--- src/design/uaf_defs.svh ---
// constants of the address-filtering serial port: offsets, fields, resets, timing
//
// What this block does
// - with filter mode set, frames without address information never reach the receive fifo
// - the transmitter ignores the filter mode bit entirely
// - for 5 to 8 data bits the first stop bit marks the frame type
// - for nine data bits the received ninth bit marks the frame type
// - frame type one means address frame, zero means data frame
// - an accepted address frame is stored and raises receive complete like any frame
// - the data location writes the transmit buffer and reads the receive buffer
// - unused upper bits are ignored on transmit and read back as zero
// - a data write while the transmit buffer is full is ignored
// - an enabled transmitter moves the buffered character into an empty shifter and sends it
// - the receive buffer is a two-entry fifo advanced by each data location read
// - receive complete tracks unread data; disabling the receiver flushes the fifo
`ifndef UAF_DEFS_SVH
`define UAF_DEFS_SVH

// ****************************************************************
// register offsets (byte addresses on the apb bus)
// ****************************************************************
`define UAF_OFS_DATA     8'h00
`define UAF_OFS_STAT_A   8'h04
`define UAF_OFS_CTRL_B   8'h08
`define UAF_OFS_CTRL_C   8'h0C

// ****************************************************************
// field positions
// ****************************************************************
`define UAF_A_RX_DONE    7
`define UAF_A_TX_DONE    6
`define UAF_A_TX_FREE    5
`define UAF_A_FE         4
`define UAF_A_DOR        3
`define UAF_A_PE         2
`define UAF_A_U2X        1
`define UAF_A_FILT       0
`define UAF_B_RXEN       4
`define UAF_B_TXEN       3
`define UAF_B_SIZE2      2
`define UAF_B_RX9        1
`define UAF_B_TX9        0
`define UAF_C_STOP       3
`define UAF_C_SIZE_HI    2
`define UAF_C_SIZE_LO    1

// ****************************************************************
// reset values and codes
// ****************************************************************
`define UAF_RST_SIZE10   2'h3
`define UAF_SIZE_NINE    3'h7

// ****************************************************************
// timing: one serial bit at 25 MHz
// ****************************************************************
`define UAF_CLK_NS       40
`define UAF_BIT_NS       640
`define UAF_BIT_CYC      (`UAF_BIT_NS / `UAF_CLK_NS)

`endif

--- src/design/uaf_pkg.sv ---
// types shared by the address-filtering serial port
package uaf_pkg;

  // frame handed over by the bit recovery logic, one-cycle valid
  typedef struct packed {
    logic       valid;
    logic [8:0] data;
    logic       stop1;
    logic       parity_err;
  } uaf_rx_frame_s;

  // one receive fifo entry with its status
  typedef struct packed {
    logic       fe;
    logic       pe;
    logic [8:0] data;
  } uaf_rx_entry_s;

  typedef enum logic [0:0] {
    UAF_TX_IDLE  = 1'b0,
    UAF_TX_SHIFT = 1'b1
  } uaf_tx_state_e;

  typedef logic [2:0] uaf_size_t;

endpackage

--- src/design/uaf_top.sv ---
// address-filtering receive fifo, transmit buffer and shifter behind an apb slave
//
// The register addresses and the APB slave port are this design's own decisions.
`timescale 1ns/1ps
`include "uaf_defs.svh"

module uaf_top import uaf_pkg::*; #(
  parameter int BIT_CYCLES = `UAF_BIT_CYC
) (
  // clock and reset
  input  wire logic          pclk,
  input  wire logic          presetn,
  // apb slave
  input  wire logic          psel,
  input  wire logic          penable,
  input  wire logic          pwrite,
  input  wire logic [7:0]    paddr,
  input  wire logic [31:0]   pwdata,
  output logic      [31:0]   prdata,
  output logic               pready,
  output logic               pslverr,
  // from bit recovery logic, same clock
  input  wire uaf_rx_frame_s rx_frame,
  // to bit recovery logic
  output logic               rx_enable,
  output uaf_size_t          char_size,
  // serial transmit pin
  output logic               txd,
  output logic               txd_oe
);

  // ****************************************************************
  // helpers
  // ****************************************************************
  // valid-bit mask for a size code; codes 4..6 are treated as 8 bits
  function automatic logic [8:0] size_mask(input uaf_size_t s);
    case (s)
      3'h0:    size_mask = 9'h01F;
      3'h1:    size_mask = 9'h03F;
      3'h2:    size_mask = 9'h07F;
      3'h7:    size_mask = 9'h1FF;
      default: size_mask = 9'h0FF;
    endcase
  endfunction

  function automatic logic [3:0] size_bits(input uaf_size_t s);
    case (s)
      3'h0:    size_bits = 4'h5;
      3'h1:    size_bits = 4'h6;
      3'h2:    size_bits = 4'h7;
      3'h7:    size_bits = 4'h9;
      default: size_bits = 4'h8;
    endcase
  endfunction

  // ****************************************************************
  // state
  // ****************************************************************
  logic          filt_q, filt_d;
  logic          u2x_q, u2x_d;
  logic          rx_en_q, rx_en_d;
  logic          tx_en_q, tx_en_d;
  logic          tx9_q, tx9_d;
  logic          stop2_q, stop2_d;
  uaf_size_t     size_q, size_d;
  logic          tx_done_q, tx_done_d;
  logic          dor_q, dor_d;
  uaf_rx_entry_s ent_q [2];
  uaf_rx_entry_s ent_d [2];
  logic [1:0]    cnt_q, cnt_d;
  logic [8:0]    txbuf_q, txbuf_d;
  logic          txfull_q, txfull_d;
  logic          tx_on_q, tx_on_d;
  uaf_tx_state_e tx_st_q, tx_st_d;
  logic [12:0]   sh_q, sh_d;
  logic [3:0]    left_q, left_d;
  logic [15:0]   baud_q, baud_d;
  logic [31:0]   rdata_q, rdata_d;

  // decoded access terms
  logic          access, wr, rd_data, wr_data, mapped;
  logic          ftype, keep, push, load, done;
  logic [1:0]    cnt_n;
  logic [8:0]    mask;
  logic [31:0]   rsel;
  uaf_rx_entry_s head, newent;

  // ****************************************************************
  // apb decode; zero wait states, read data sampled in the setup cycle
  // ****************************************************************
  always_comb begin
    access  = psel && penable;
    wr      = access && pwrite;
    mapped  = (paddr == `UAF_OFS_DATA) || (paddr == `UAF_OFS_STAT_A) ||
              (paddr == `UAF_OFS_CTRL_B) || (paddr == `UAF_OFS_CTRL_C);
    rd_data = access && !pwrite && (paddr == `UAF_OFS_DATA);
    wr_data = wr && (paddr == `UAF_OFS_DATA);
    head    = ent_q[0];
    mask    = size_mask(size_q);
  end

  assign pready  = 1'b1;
  assign pslverr = access && !mapped;
  assign prdata  = rdata_q;

  // ****************************************************************
  // receive path: type bit, filter, two-entry fifo
  // ****************************************************************
  always_comb begin
    // nine-bit frames carry the type in bit 8, shorter ones in the first stop bit
    ftype  = (size_q == `UAF_SIZE_NINE) ? rx_frame.data[8] : rx_frame.stop1;
    keep   = !filt_q || ftype;
    push   = rx_frame.valid && rx_en_q && keep;
    newent = '{fe: !rx_frame.stop1, pe: rx_frame.parity_err,
               data: rx_frame.data & mask};
  end

  // ****************************************************************
  // transmit path terms
  // ****************************************************************
  always_comb begin
    load = (tx_st_q == UAF_TX_IDLE) && txfull_q && tx_on_q;
    done = (tx_st_q == UAF_TX_SHIFT) && (baud_q == 16'h0000) && (left_q == 4'h1);
  end

  // ****************************************************************
  // register read mux, taken in the setup cycle
  // ****************************************************************
  always_comb begin
    rsel = 32'h0000_0000;
    case (paddr)
      `UAF_OFS_DATA: begin
        rsel[7:0] = (cnt_q != 2'h0) ? head.data[7:0] : 8'h00;
      end
      `UAF_OFS_STAT_A: begin
        rsel[`UAF_A_RX_DONE] = (cnt_q != 2'h0);
        rsel[`UAF_A_TX_DONE] = tx_done_q;
        rsel[`UAF_A_TX_FREE] = !txfull_q;
        rsel[`UAF_A_FE]   = (cnt_q != 2'h0) && head.fe;
        rsel[`UAF_A_DOR]  = dor_q;
        rsel[`UAF_A_PE]   = (cnt_q != 2'h0) && head.pe;
        rsel[`UAF_A_U2X]  = u2x_q;
        rsel[`UAF_A_FILT] = filt_q;
      end
      `UAF_OFS_CTRL_B: begin
        rsel[`UAF_B_RXEN]  = rx_en_q;
        rsel[`UAF_B_TXEN]  = tx_en_q;
        rsel[`UAF_B_SIZE2] = size_q[2];
        rsel[`UAF_B_RX9]   = (cnt_q != 2'h0) && head.data[8];
        rsel[`UAF_B_TX9]   = tx9_q;
      end
      `UAF_OFS_CTRL_C: begin
        rsel[`UAF_C_STOP]                   = stop2_q;
        rsel[`UAF_C_SIZE_HI:`UAF_C_SIZE_LO] = size_q[1:0];
      end
      default: rsel = 32'h0000_0000;
    endcase
  end

  // ****************************************************************
  // next-state logic; one group because the fifo, flags and shifter
  // all react to the same bus access in the same cycle
  // ****************************************************************
  always_comb begin
    filt_d  = filt_q;
    u2x_d   = u2x_q;
    rx_en_d = rx_en_q;
    tx_en_d = tx_en_q;
    tx9_d   = tx9_q;
    stop2_d = stop2_q;
    size_d  = size_q;
    tx_done_d = tx_done_q;
    dor_d   = dor_q;
    ent_d   = ent_q;
    cnt_n   = cnt_q;
    txbuf_d = txbuf_q;
    txfull_d = txfull_q;
    tx_st_d = tx_st_q;
    sh_d    = sh_q;
    left_d  = left_q;
    baud_d  = baud_q;
    rdata_d = (psel && !penable) ? rsel : rdata_q;

    // control writes; filter mode is a plain bit, the transmitter never looks at it
    if (wr && paddr == `UAF_OFS_STAT_A) begin
      filt_d = pwdata[`UAF_A_FILT];
      u2x_d  = pwdata[`UAF_A_U2X];
      if (pwdata[`UAF_A_TX_DONE]) begin
        tx_done_d = 1'b0;
      end
    end
    if (wr && paddr == `UAF_OFS_CTRL_B) begin
      rx_en_d   = pwdata[`UAF_B_RXEN];
      tx_en_d   = pwdata[`UAF_B_TXEN];
      size_d[2] = pwdata[`UAF_B_SIZE2];
      tx9_d     = pwdata[`UAF_B_TX9];
    end
    if (wr && paddr == `UAF_OFS_CTRL_C) begin
      stop2_d     = pwdata[`UAF_C_STOP];
      size_d[1:0] = pwdata[`UAF_C_SIZE_HI:`UAF_C_SIZE_LO];
    end

    // each read of the data location advances the fifo and ends the overrun report
    if (rd_data && cnt_q != 2'h0) begin
      ent_d[0] = ent_q[1];
      cnt_n    = cnt_q - 2'h1;
      dor_d    = 1'b0;
    end
    // a new frame lands behind the pop; a full fifo drops it and flags overrun
    if (push) begin
      if (cnt_n != 2'h2) begin
        ent_d[cnt_n[0]] = newent;
        cnt_n           = cnt_n + 2'h1;
      end else begin
        dor_d = 1'b1;
      end
    end
    // a disabled receiver holds nothing
    if (!rx_en_q) begin
      cnt_n = 2'h0;
      dor_d = 1'b0;
    end
    cnt_d = cnt_n;

    // transmit buffer: writes only land while it is empty
    if (wr_data && !txfull_q) begin
      txbuf_d  = {tx9_q, pwdata[7:0]} & mask;
      txfull_d = 1'b1;
    end

    // shifter: start bit, data lsb first, then stop bits from the ones fill
    case (tx_st_q)
      UAF_TX_IDLE: begin
        if (load) begin
          sh_d     = {3'b111, txbuf_q | ~mask, 1'b0};
          left_d   = 4'(size_bits(size_q) + (stop2_q ? 4'h3 : 4'h2));
          baud_d   = 16'(BIT_CYCLES - 1);
          txfull_d = 1'b0;
          tx_st_d  = UAF_TX_SHIFT;
        end
      end
      UAF_TX_SHIFT: begin
        if (baud_q != 16'h0000) begin
          baud_d = baud_q - 16'h0001;
        end else begin
          sh_d   = {1'b1, sh_q[12:1]};
          left_d = left_q - 4'h1;
          baud_d = 16'(BIT_CYCLES - 1);
          if (left_q == 4'h1) begin
            tx_st_d = UAF_TX_IDLE;
          end
        end
      end
      default: tx_st_d = UAF_TX_IDLE;
    endcase

    // transmit complete: set wins over a clearing write in the same cycle
    if (done && !txfull_d) begin
      tx_done_d = 1'b1;
    end

    // disabling only takes hold once nothing is pending or shifting
    tx_on_d = tx_en_q || (tx_on_q && (txfull_q || tx_st_q == UAF_TX_SHIFT));
  end

  // ****************************************************************
  // registers
  // ****************************************************************
  always_ff @(posedge pclk or negedge presetn) begin
    if (!presetn) begin
      filt_q   <= 1'b0;
      u2x_q    <= 1'b0;
      rx_en_q  <= 1'b0;
      tx_en_q  <= 1'b0;
      tx9_q    <= 1'b0;
      stop2_q  <= 1'b0;
      size_q   <= {1'b0, `UAF_RST_SIZE10};
      tx_done_q <= 1'b0;
      dor_q    <= 1'b0;
      ent_q[0] <= '0;
      ent_q[1] <= '0;
      cnt_q    <= 2'h0;
      txbuf_q  <= 9'h000;
      txfull_q <= 1'b0;
      tx_on_q  <= 1'b0;
      tx_st_q  <= UAF_TX_IDLE;
      sh_q     <= 13'h1FFF;
      left_q   <= 4'h0;
      baud_q   <= 16'h0000;
      rdata_q  <= 32'h0000_0000;
    end else begin
      filt_q   <= filt_d;
      u2x_q    <= u2x_d;
      rx_en_q  <= rx_en_d;
      tx_en_q  <= tx_en_d;
      tx9_q    <= tx9_d;
      stop2_q  <= stop2_d;
      size_q   <= size_d;
      tx_done_q <= tx_done_d;
      dor_q    <= dor_d;
      ent_q    <= ent_d;
      cnt_q    <= cnt_d;
      txbuf_q  <= txbuf_d;
      txfull_q <= txfull_d;
      tx_on_q  <= tx_on_d;
      tx_st_q  <= tx_st_d;
      sh_q     <= sh_d;
      left_q   <= left_d;
      baud_q   <= baud_d;
      rdata_q  <= rdata_d;
    end
  end

  // outputs; idle line is high, the pin is driven only while the transmitter owns it
  assign txd       = (tx_st_q == UAF_TX_SHIFT) ? sh_q[0] : 1'b1;
  assign txd_oe    = tx_on_q;
  assign rx_enable = rx_en_q;
  assign char_size = size_q;

  // ****************************************************************
  // checks
  // ****************************************************************
  chk_filter_drop: assert property (@(posedge pclk) disable iff (!presetn)
    rx_frame.valid && rx_en_q && filt_q && !ftype && !rd_data |=> cnt_q == $past(cnt_q) && dor_q == $past(dor_q))
    else $error("filtered data frame changed the receive fifo");
  chk_addr_store: assert property (@(posedge pclk) disable iff (!presetn)
    rx_frame.valid && rx_en_q && ftype && cnt_q == 2'h0 |=>
      cnt_q == 2'h1 && (size_q != `UAF_SIZE_NINE || ent_q[0].data[8]))
    else $error("address frame not stored");
  chk_nine_type: assert property (@(posedge pclk) disable iff (!presetn)
    rx_frame.valid && rx_en_q && filt_q && size_q == `UAF_SIZE_NINE && !rx_frame.data[8] && !rd_data
      |=> $stable(cnt_q))
    else $error("ninth bit zero frame accepted in filter mode");
  chk_fifo_pop: assert property (@(posedge pclk) disable iff (!presetn)
    rd_data && cnt_q == 2'h2 && !rx_frame.valid && rx_en_q |=> cnt_q == 2'h1)
    else $error("data read did not advance the fifo");
  chk_rx_flush: assert property (@(posedge pclk) disable iff (!presetn)
    !rx_en_q |=> cnt_q == 2'h0 && !dor_q)
    else $error("disabled receiver kept data");
  chk_upper_zero: assert property (@(posedge pclk) disable iff (!presetn)
    push && cnt_q == 2'h0 && size_q == 3'h0 |=> ent_q[0].data[8:5] == 4'h0)
    else $error("unused upper bits stored");
  chk_tx_ignore: assert property (@(posedge pclk) disable iff (!presetn)
    wr_data && txfull_q |=> txbuf_q == $past(txbuf_q))
    else $error("write to full transmit buffer changed it");
  chk_tx_load: assert property (@(posedge pclk) disable iff (!presetn)
    load |=> tx_st_q == UAF_TX_SHIFT && !txfull_q && !txd ##1 !txd)
    else $error("buffered character not moved into shifter");
  chk_tx_complete: assert property (@(posedge pclk) disable iff (!presetn)
    done && !txfull_q |=> tx_done_q && tx_st_q == UAF_TX_IDLE)
    else $error("transmit complete not raised");

endmodule

--- config.mk ---
export PLATFORM = sky130hd
export DESIGN_NAME = uaf_top
export DESIGN_NICKNAME = d
export VERILOG_FILES = /design/src/design/uaf_pkg.sv /design/src/design/uaf_top.sv
export VERILOG_INCLUDE_DIRS = /design/src /design/src/design
export SDC_FILE = /design/constraint.sdc
export NUM_CORES = 1
export LEC_CHECK = 0
export BUFFER_PORTS_ARGS = -buffer_cell sky130_fd_sc_hd__buf_2
export CAP_MARGIN = 15
export CORE_ASPECT_RATIO = 1.4
export CORE_MARGIN = 2
export CORE_UTILIZATION = 50
export DETAILED_ROUTE_END_ITERATION = 8
export PLACE_DENSITY = 0.74
export SKIP_CTS_REPAIR_TIMING = 1
export SYNTH_ARGS = -nofsm -noshare
export SYNTH_HDL_FRONTEND = slang
export SYNTH_SLANG_ARGS = --single-unit
--- constraint.sdc ---
create_clock -name pclk -period 6.6 [get_ports pclk]
set_input_delay 1.32 -clock pclk [delete_from_list [all_inputs] [get_ports pclk]]
set_output_delay 1.32 -clock pclk [all_outputs]
set_load 0.02 [all_outputs]
### Word-level counts from Yosys, hierarchy flattened

Index checks and enable logic that the tools add are counted.

* register bits after elaboration: 88
* bits in latches: 0
* memory bits (writable): 0
* ROM bits: 0
* bits of input ports: 57
* output and inout bits: 40
* word-level logic and storage cells: 140
* memories: 0

* add/sub/neg operators: 5
* multipliers: 0
* div/mod/pow operators: 0
* $lt $le $gt $ge: 2
* eq/ne operators: 10
* shifts and indexed selects: 0
* mux-type cells: 45
* bitwise operators: 6
* reductions and logical operators: 47

Operators by type and width (count)
* $mux W22: 2
* $pmux W9 S4: 1
* $mux W16: 2
* $pmux W16 S2: 1
* $mux W13: 2
* $pmux W13 S2: 1
* $logic_and A1 B1 Y1: 24
* $bwmux W22: 1
* $mux W11: 2
* $and A9 B9 Y9: 2
* $eq A8 B4 Y1 const B: 2
* $logic_not A16 Y1: 1
* $mux W1: 16
* $mux W4: 4
* $pmux W4 S4: 1
* $reduce_bool A16 Y1: 1
* $sub A16 B1 Y16 const B: 1
* $pmux W3 S4: 1
* $demux W11 S1: 1
* $not A9 Y9: 1
* $or A9 B9 Y9: 1
* $eq A8 B3 Y1 const B: 1
* $logic_not A8 Y1: 1
* $mux W2: 4
* other kinds (23): 41

### Depth between registers and ports, before layout

Gate-level depths: netlist of run 1.

* depth after elaboration: 13
* mapped depth: 9
* depth with buffers taken out: 8

### Least setup slack after synthesis of run 1

Ideal clock, no wire load.

* path type: input to output
* start: input paddr[1]
* end: output pslverr
* arrival time: 2.070 ns
* required time: 5.280 ns
* slack: 3.210 ns
* cell stages on the path: 3
* buffers on the path: 0
* path through: nor4_2 -> nand2_1 -> and2_1

* cells in the longest elaborated chain, start to end: 6
* elaborated cells on any way between the ends: 9
* classes of those cells: eq/ne (3); reduce/logical (6)

Ends and longest elaborated chain
* start: declaration: line uaf_top.sv:17 `input wire logic [7:0] paddr,`
* $eq A8 B3 Y1 or $logic_not A8 Y1 (tied branches)
* $logic_or A1 B1 Y1 (2 in series): line uaf_top.sv:94 `` mapped = (paddr == `UAF_OFS_DATA) || (paddr == `UAF_OFS_STAT_A) || ``
* $logic_or A1 B1 Y1 (*): line uaf_top.sv:94
* $logic_not A1 Y1 (*): line uaf_top.sv:103 `assign pslverr = access && !mapped;`
* $logic_and A1 B1 Y1 (*): line uaf_top.sv:103
* end: declaration: line uaf_top.sv:21 `output logic pslverr,`

Mark *: on every way between the ends. The rest lies on a longest branch, timed or not.

### Worst setup path after layout of run 1

Same ends and word-level chain as after synthesis.

==> metrics.csv, run 1 <==
metric;value;unit
finalCriticalPeriod;3.72;ns
setup_tns;0;ns
start_kind;input pin;
core_area;8660;sq um
postLayoutCoreUtil;0.572;
grt_pass1_vias;3303;
synth_edf_count;0;
p_per_area;249;nW/um^2
drv_cap;0;
num_vias;3336;
start_util;0.516;
gr-total-overflow;0;
synth_top_family_by_area;compound AO/OA/AOI/OAI gates;
worst_pin_slew;1.06;ns
async_flop_share;1.00;
ant_nets;0;
synth_fa_ha_area_frac;0.0168;
pwr-share-clk;0.401;
area_growth;10.9;%
seqPwrFrac;0.458;
rsz0062_at_grt;false;
drt-pass1-iter-count;4;
cp_data_required_time;5.28;ns
seq_area;2140;sq um
swShare;0.293;
portBuffers;47;
fmax;269;MHz
antenna_found_initial;0;
hold_class;register to register;
syn-cell-area;4470;sq um
synth-xor-area-share;0.00588;
die_x;83.9;microns
fin_ws;2.88;ns
slowest_stage;nor4_2;
cp_top_family;simple AND/OR/NAND/NOR gates;
grt_pass1_wl;16100;microns
yosysWarnings;0;
postSynthCellCount;431;
setup_viol;0;
post-place-ws;2.89;ns
clockBufferDepth;2;
switchingPower;0.362;mW
hold_viol_final;0;
yosysMostFrequentCell;dfrtp_1;
synth_area_leaders;dfrtp_1, mux2_2, dfstp_2, buf_4, mux2i_1;
path_clk_slew;0.06;ns
multiInputGateArea;2010;sq um
leakage;2.48;nW
io_pins;97;
rows;40;
synth.avg_cell_area;10.4;sq um
detailedRoute.firstIterationViolations;179;
critPathBufInv;2;
synth_seq_area_share;0.479;
end_kind;output port;
critPathMostFrequentCell;buf_2;
synthMuxAreaShare;0.126;
post-route-drc-count;0;
yosysTopAreaCell;dfrtp_1;
crit_type;input pin to output port;
wirelength;9660;microns
critPathMaxFanout;5;
nets;536;
die_height;116;microns
fin_crit_sh;0.563;
grt_max_degree;86;
yosysUniqueCellTypes;60;
slew_viol_final;0;
cp.arrival;2.40;ns
vdd_drop_max;0.161;mV
nFillCells;752;
cts_sinks;85;
synth_top_area_share;0.409;
crit_chain;buf_2, nor4_2, nand2_1, and2_1, buf_2;
dieArea;9720;sq um
ys.flop_type;dfrtp_1;
dp_hpwl;7020;microns
max_slew_margin;0.295;
combPwrFrac;0.141;
clock_latency;0.34;ns
synthSimpleGateAreaFrac;0.132;
cts-root-buf;clkbuf_16;
skew;0.00468;ns
htree_levels;3;
place.gp.congestion;0.859;
synth_compound_area_frac;0.149;
drive_above_1_share;0.253;
slowest_delay;0.41;ns
insertedDiodeCount;0;
wire_per_inst;16.6;microns
grt_usage;0.212;
viasPerCell;5.72;
outcome;finished clean;
yosys-top-cells-count;dfrtp_1, mux2_2, inv_1, nand2_1;
numCtsBuffers;9;
p_int;0.874;mW
cts_tree;built;
synth_seq_cells;85;
==> layer usage <==
metal	vias up	global-route usage	share of wire	wire, microns
li1	1589	-	-	-
met1	1648	0.250	0.41	3920
met2	79	0.382	0.53	5160
met3	20	0.0392	0.035	338
met4	0	0.0871	0.025	240
met5	-	0	0	0
==> layout make-up <==
class,count,area share
flip-flops and latches,85,0.432
multi-input cells,297,0.406
repair buffers,51,0.0540
clock buffers,9,0.0455
well taps,105,0.0265
inverters,29,0.0220
clock inverters,7,0.0136
==> per-stage QoR <==
step | hold slack, ns | area, sq um | power (mW) | cells
after floorplan | 0.441 | 4560 | 0.707 | 454
after global placement | 0.449 | 4650 | 0.741 | 566
after detailed placement | 0.453 | 4660 | 0.747 | 567
after CTS | 0.464 | 4950 | 1.24 | 583
after global routing | 0.491 | 4950 | 1.29 | 583
final | 0.463 | 4950 | 1.24 | 583
==> layout by cell type (no fill, tap or decap), types with 13 or more instances in the layout <==
| cell type | Yosys | layout |
|---|---|---|
| conb_1 | 2 | 25 |
| nand2_1 | 27 | 27 |
| o21ai_0 | 26 | 25 |
| a21oi_1 | 22 | 22 |
| mux2_2 | 34 | 34 |
| dfrtp_1 | 73 | 73 |
| buf_2 | 7 | 46 |
| nor2_1 | 22 | 22 |
| nand3_1 | 13 | 13 |
| mux2i_1 | 18 | 18 |
| inv_1 | 29 | 29 |
==> cell families (layout without fill, tap and decap cells) <==
kind of cell | after synthesis | in the layout
DFF | 85 | 85
buffers and inverters | 72 | 96
other | 2 | 25
and+or+nand+nor | 109 | 109
xor gates and xnor gates | 3 | 3
adders and majority gates | 6 | 6
AOI/OAI and AO/OA | 102 | 102
muxes | 52 | 52
==> power by group through the flow <==
stage	combinational (mW)	clock (mW)	sequential (mW)
floorplan	0.137	0	0.570
global placement	0.167	0	0.574
detailed placement	0.172	0	0.575
CTS	0.174	0.502	0.566
global route	0.195	0.524	0.569
finish	0.174	0.495	0.566
==> tightest hold or removal path: cells and delay by family, from the launching register on <==
kind	cells	cell delay (ns)
AOI/OAI and AO/OA	1	0.05
buffers and inverters	1	0.04
DFF	1	0.37
==> final timing paths <==
kind                       cells past startpoint  slack [ns]     start         end
min in group asynchronous                      1        1.17   presetn  txbuf_q[0]
max reg2reg                                    7        3.84  cnt_q[0]   ent_q[11]
max                                            5        2.88  paddr[1]     pslverr
min                                            2        0.46   sh_q[2]     sh_q[2]
max in group asynchronous                      1        4.76   presetn  baud_q[11]
min reg2reg                                    2        0.46   sh_q[2]     sh_q[2]
No activity file was read; power rests on OpenSTA's default activity.
==> inputs of run 2 (changes only) <==
--- a/config.mk
+++ b/config.mk
@@ -6,13 +6,14 @@
 export SDC_FILE = /design/constraint.sdc
 export NUM_CORES = 1
 export LEC_CHECK = 0
+export ABC_AREA = 1
 export BUFFER_PORTS_ARGS = -buffer_cell sky130_fd_sc_hd__buf_2
 export CAP_MARGIN = 15
 export CORE_ASPECT_RATIO = 1.4
 export CORE_MARGIN = 2
 export CORE_UTILIZATION = 50
 export DETAILED_ROUTE_END_ITERATION = 8
-export PLACE_DENSITY = 0.74
+export PLACE_DENSITY = 0.77
 export SKIP_CTS_REPAIR_TIMING = 1
 export SYNTH_ARGS = -nofsm -noshare
 export SYNTH_HDL_FRONTEND = slang
==> constraint.sdc (replaced) <==
create_clock -name pclk -period 3.2 [get_ports pclk]
set_input_delay 0.64 -clock pclk [delete_from_list [all_inputs] [get_ports pclk]]
set_output_delay 0.64 -clock pclk [all_outputs]
set_load 0.02 [all_outputs]
==> run 2 against run 1 <==
  * Cell area up 7.7%
  * Register-to-register slack worse by 2.9 ns
  * Total power rose to 2.6 times the previous value
  * Utilization down 0.48 points
  * Largest cell class is now multi-input combinational cells
  * Clock power up 130%
  * Clock skew up 0.0022 ns
  * Highest routed layer unchanged
  * Global-route usage up 1.4 points
  * Sequential power up 120%
  * Via count up 23%
  * Non-clock buffer count up 4
  * Critical path type is now register to register
  * Largest power group unchanged
==> metrics.csv, run 2 <==
metric;value;unit;change
fin_crit_sh;0.700;;
p_int;2.21;mW;was 0.874 mW
crit_type;register to register;;was input pin to output port
htree_levels;3;;unchanged
postLayoutCoreUtil;0.567;;was 0.572
max_slew_margin;0.579;;was 0.295
die_x;86.7;microns;was 83.9 microns
yosysMostFrequentCell;nand2_1;;was dfrtp_1
grt_pass1_wl;18500;microns;was 16100 microns
num_vias;4097;;was 3336
synth_edf_count;0;;unchanged
cts_tree;built;;unchanged
end_kind;register;;was output port
detailedRoute.firstIterationViolations;272;;was 179
synth_seq_cells;85;;unchanged
post-route-drc-count;0;;unchanged
ant_nets;0;;unchanged
synth_area_leaders;dfrtp_1, nand2_1, nand3_1, dfstp_2, inv_1;;was dfrtp_1, mux2_2, dfstp_2, buf_4, mux2i_1
start_kind;register;;was input pin
portBuffers;47;;unchanged
synth.avg_cell_area;7.68;sq um;was 10.4 sq um
cp_data_required_time;3.43;ns;was 5.28 ns
synth_seq_area_share;0.448;;was 0.479
core_area;9410;sq um;was 8660 sq um
cts-root-buf;clkbuf_16;;unchanged
numCtsBuffers;9;;unchanged
grt_max_degree;86;;unchanged
crit_start;cnt_q[0];;was paddr[1]
drt-pass1-iter-count;6;;was 4
setup_viol;0;;unchanged
yosys-top-cells-count;nand2_1, dfrtp_1, nand3_1, inv_1, nor2_1;;was dfrtp_1, mux2_2, inv_1, nand2_1
viasPerCell;5.25;;was 5.72
reg2regPathDepth;8;;was 7
fmax;446;MHz;
grt_pass1_vias;4057;;was 3303
drv_cap;0;;unchanged
yosysWarnings;0;;unchanged
r2r-start;cnt_q[0];;unchanged
slew_viol_final;0;;unchanged
timing.rr.end;ent_q[19];;was ent_q[11]
pwr-share-clk;0.349;;was 0.401
antenna_found_initial;0;;unchanged
synth_top_area_share;0.382;;was 0.409
area_growth;11.6;%;was 10.9%
dp_hpwl;7940;microns;was 7020 microns
place.gp.congestion;0.905;;was 0.859
start_util;0.509;;was 0.516
vdd_drop_max;0.308;mV;was 0.161 mV
finalCriticalPeriod;2.24;ns;
die_height;120;microns;was 116 microns
worst_pin_slew;0.629;ns;was 1.06 ns
hold_viol_final;0;;unchanged
rrSetupSlack;0.96;ns;was 3.84 ns
swShare;0.319;;was 0.293
insertedDiodeCount;0;;unchanged
clockBufferDepth;2;;unchanged
switchingPower;1.04;mW;was 0.362 mW
p_per_area;608;nW/um^2;was 249 nW/um^2
nets;730;;was 536
rows;42;;was 40
critPathMaxFanout;14;;was 5
final_common_cell;nand2_1;;was dfrtp_1
skew;0.00688;ns;was 0.00468 ns
leakage;2.89;nW;was 2.48 nW
seqPwrFrac;0.389;;was 0.458
hold_class;input pin to asynchronous set/reset pin;;was register to register
path_clk_slew;0.06;ns;about the same
cts_sinks;85;;unchanged
postSynthCellCount;623;;was 431
dieArea;10400;sq um;was 9720 sq um
ys.flop_type;dfrtp_1;;unchanged
outcome;finished clean;;unchanged
clock_latency;0.34;ns;about the same
rsz0062_at_grt;false;;unchanged
cp.arrival;2.47;ns;was 2.40 ns
grt_usage;0.226;;was 0.212
async_flop_share;1.00;;unchanged
wire_per_inst;14.0;microns;was 16.6 microns
io_pins;97;;unchanged
nFillCells;847;;was 752
final_cell_mix;nand2_1, dfrtp_1, nand3_1;;was dfrtp_1, buf_2, mux2_2
setup_tns;0;ns;unchanged
drive_above_1_share;0.165;;was 0.253
gr-total-overflow;0;;unchanged
yosysUniqueCellTypes;35;;was 60
combPwrFrac;0.262;;was 0.141
wirelength;10900;microns;was 9660 microns
syn-cell-area;4780;sq um;was 4470 sq um
yosysTopAreaCell;dfrtp_1;;unchanged
## run 2: changes by cell type in the layout (fill, tap and decap cells not counted), moves of 9 or more
cell / previous run / this run
nand2_1: 27 / 196
nand3_1: 13 / 66
inv_1: 29 / 63
mux2_2: 34 / 0
nand4_1: 1 / 19
mux2i_1: 18 / 1
a21oi_1: 22 / 8
nor2_1: 22 / 35
xor2_1: 1 / 10
## run 2: per-stage QoR
| stage | instance area, sq um | power (mW) | instances | setup slack [ns] | hold slack (ns) |
|---|---|---|---|---|---|
| floorplan | 4870 | 1.93 | 646 | 1.40 | 0.344 |
| global placement | 4980 | 2.07 | 765 | 0.811 | 0.463 |
| detailed placement | 4980 | 2.11 | 765 | 0.762 | 0.466 |
| CTS | 5310 | 3.26 | 780 | 0.970 | 0.483 |
| global route | 5340 | 3.43 | 781 | 0.801 | 0.225 |
| finish | 5340 | 3.25 | 781 | 0.960 | 0.202 |
## run 2: worst max-delay path: stages, from the launching register on
cell	delay (ns)
dfrtp_1	0.38
inv_1	0.09
ha_1	0.22
nor3_2	0.46
nand3_1	0.16
nand2_2	0.31
nand3_2	0.32
nand2_1	0.14
nand2_1	0.05
## run 2: cells by family (layout without fill, tap and decap cells)
family                   Yosys count  in the layout  synth area share
AND/OR/NAND/NOR                  344            344             0.325
buffers and inverters            112            137             0.119
flip-flops                        85             85             0.448
AO/OA/AOI/OAI                     62             62            0.0688
XOR/XNOR                          11             11            0.0201
adder cells (fa/ha/maj)            6              6            0.0157
other                              2             25           0.00157
multiplexers                       1              1           0.00209
## run 2: routing by layer
metal	global-route usage	routed length, microns	share of wire
met5	0	0	0
met3	0.0392	482	0.044
met2	0.405	5990	0.55
met4	0.0957	290	0.026
met1	0.261	4190	0.38
## run 2: power by group through the flow
stage / combinational (mW) / clock, mW / sequential (mW)
2_1_floorplan: 0.659 / 0 / 1.27
3_3_place_gp: 0.791 / 0 / 1.27
3_5_place_dp: 0.832 / 0 / 1.28
4_1_cts: 0.846 / 1.15 / 1.26
5_1_grt: 0.962 / 1.20 / 1.27
6_report: 0.850 / 1.13 / 1.26
## run 2: worst max-delay path by stage
stage	to	cells after the start
after floorplan	txd	4
after global placement	ent_q[15]	9
after detailed placement	ent_q[11]	9
after CTS	ent_q[19]	8
after global routing	register	9
final	ent_q[19]	8
## run 2: area by class of cell
class / count / area (sq um) / share of cell area
Clock buffer: 12 / 256 / 0.0481
Clock inverter: 3 / 68.8 / 0.0129
Inverter: 67 / 256 / 0.0481
Multi-Input combinational cell: 449 / 2160 / 0.404
Sequential cell: 85 / 2140 / 0.401
Tap cell: 110 / 138 / 0.0258
Timing Repair Buffer: 55 / 318 / 0.0595
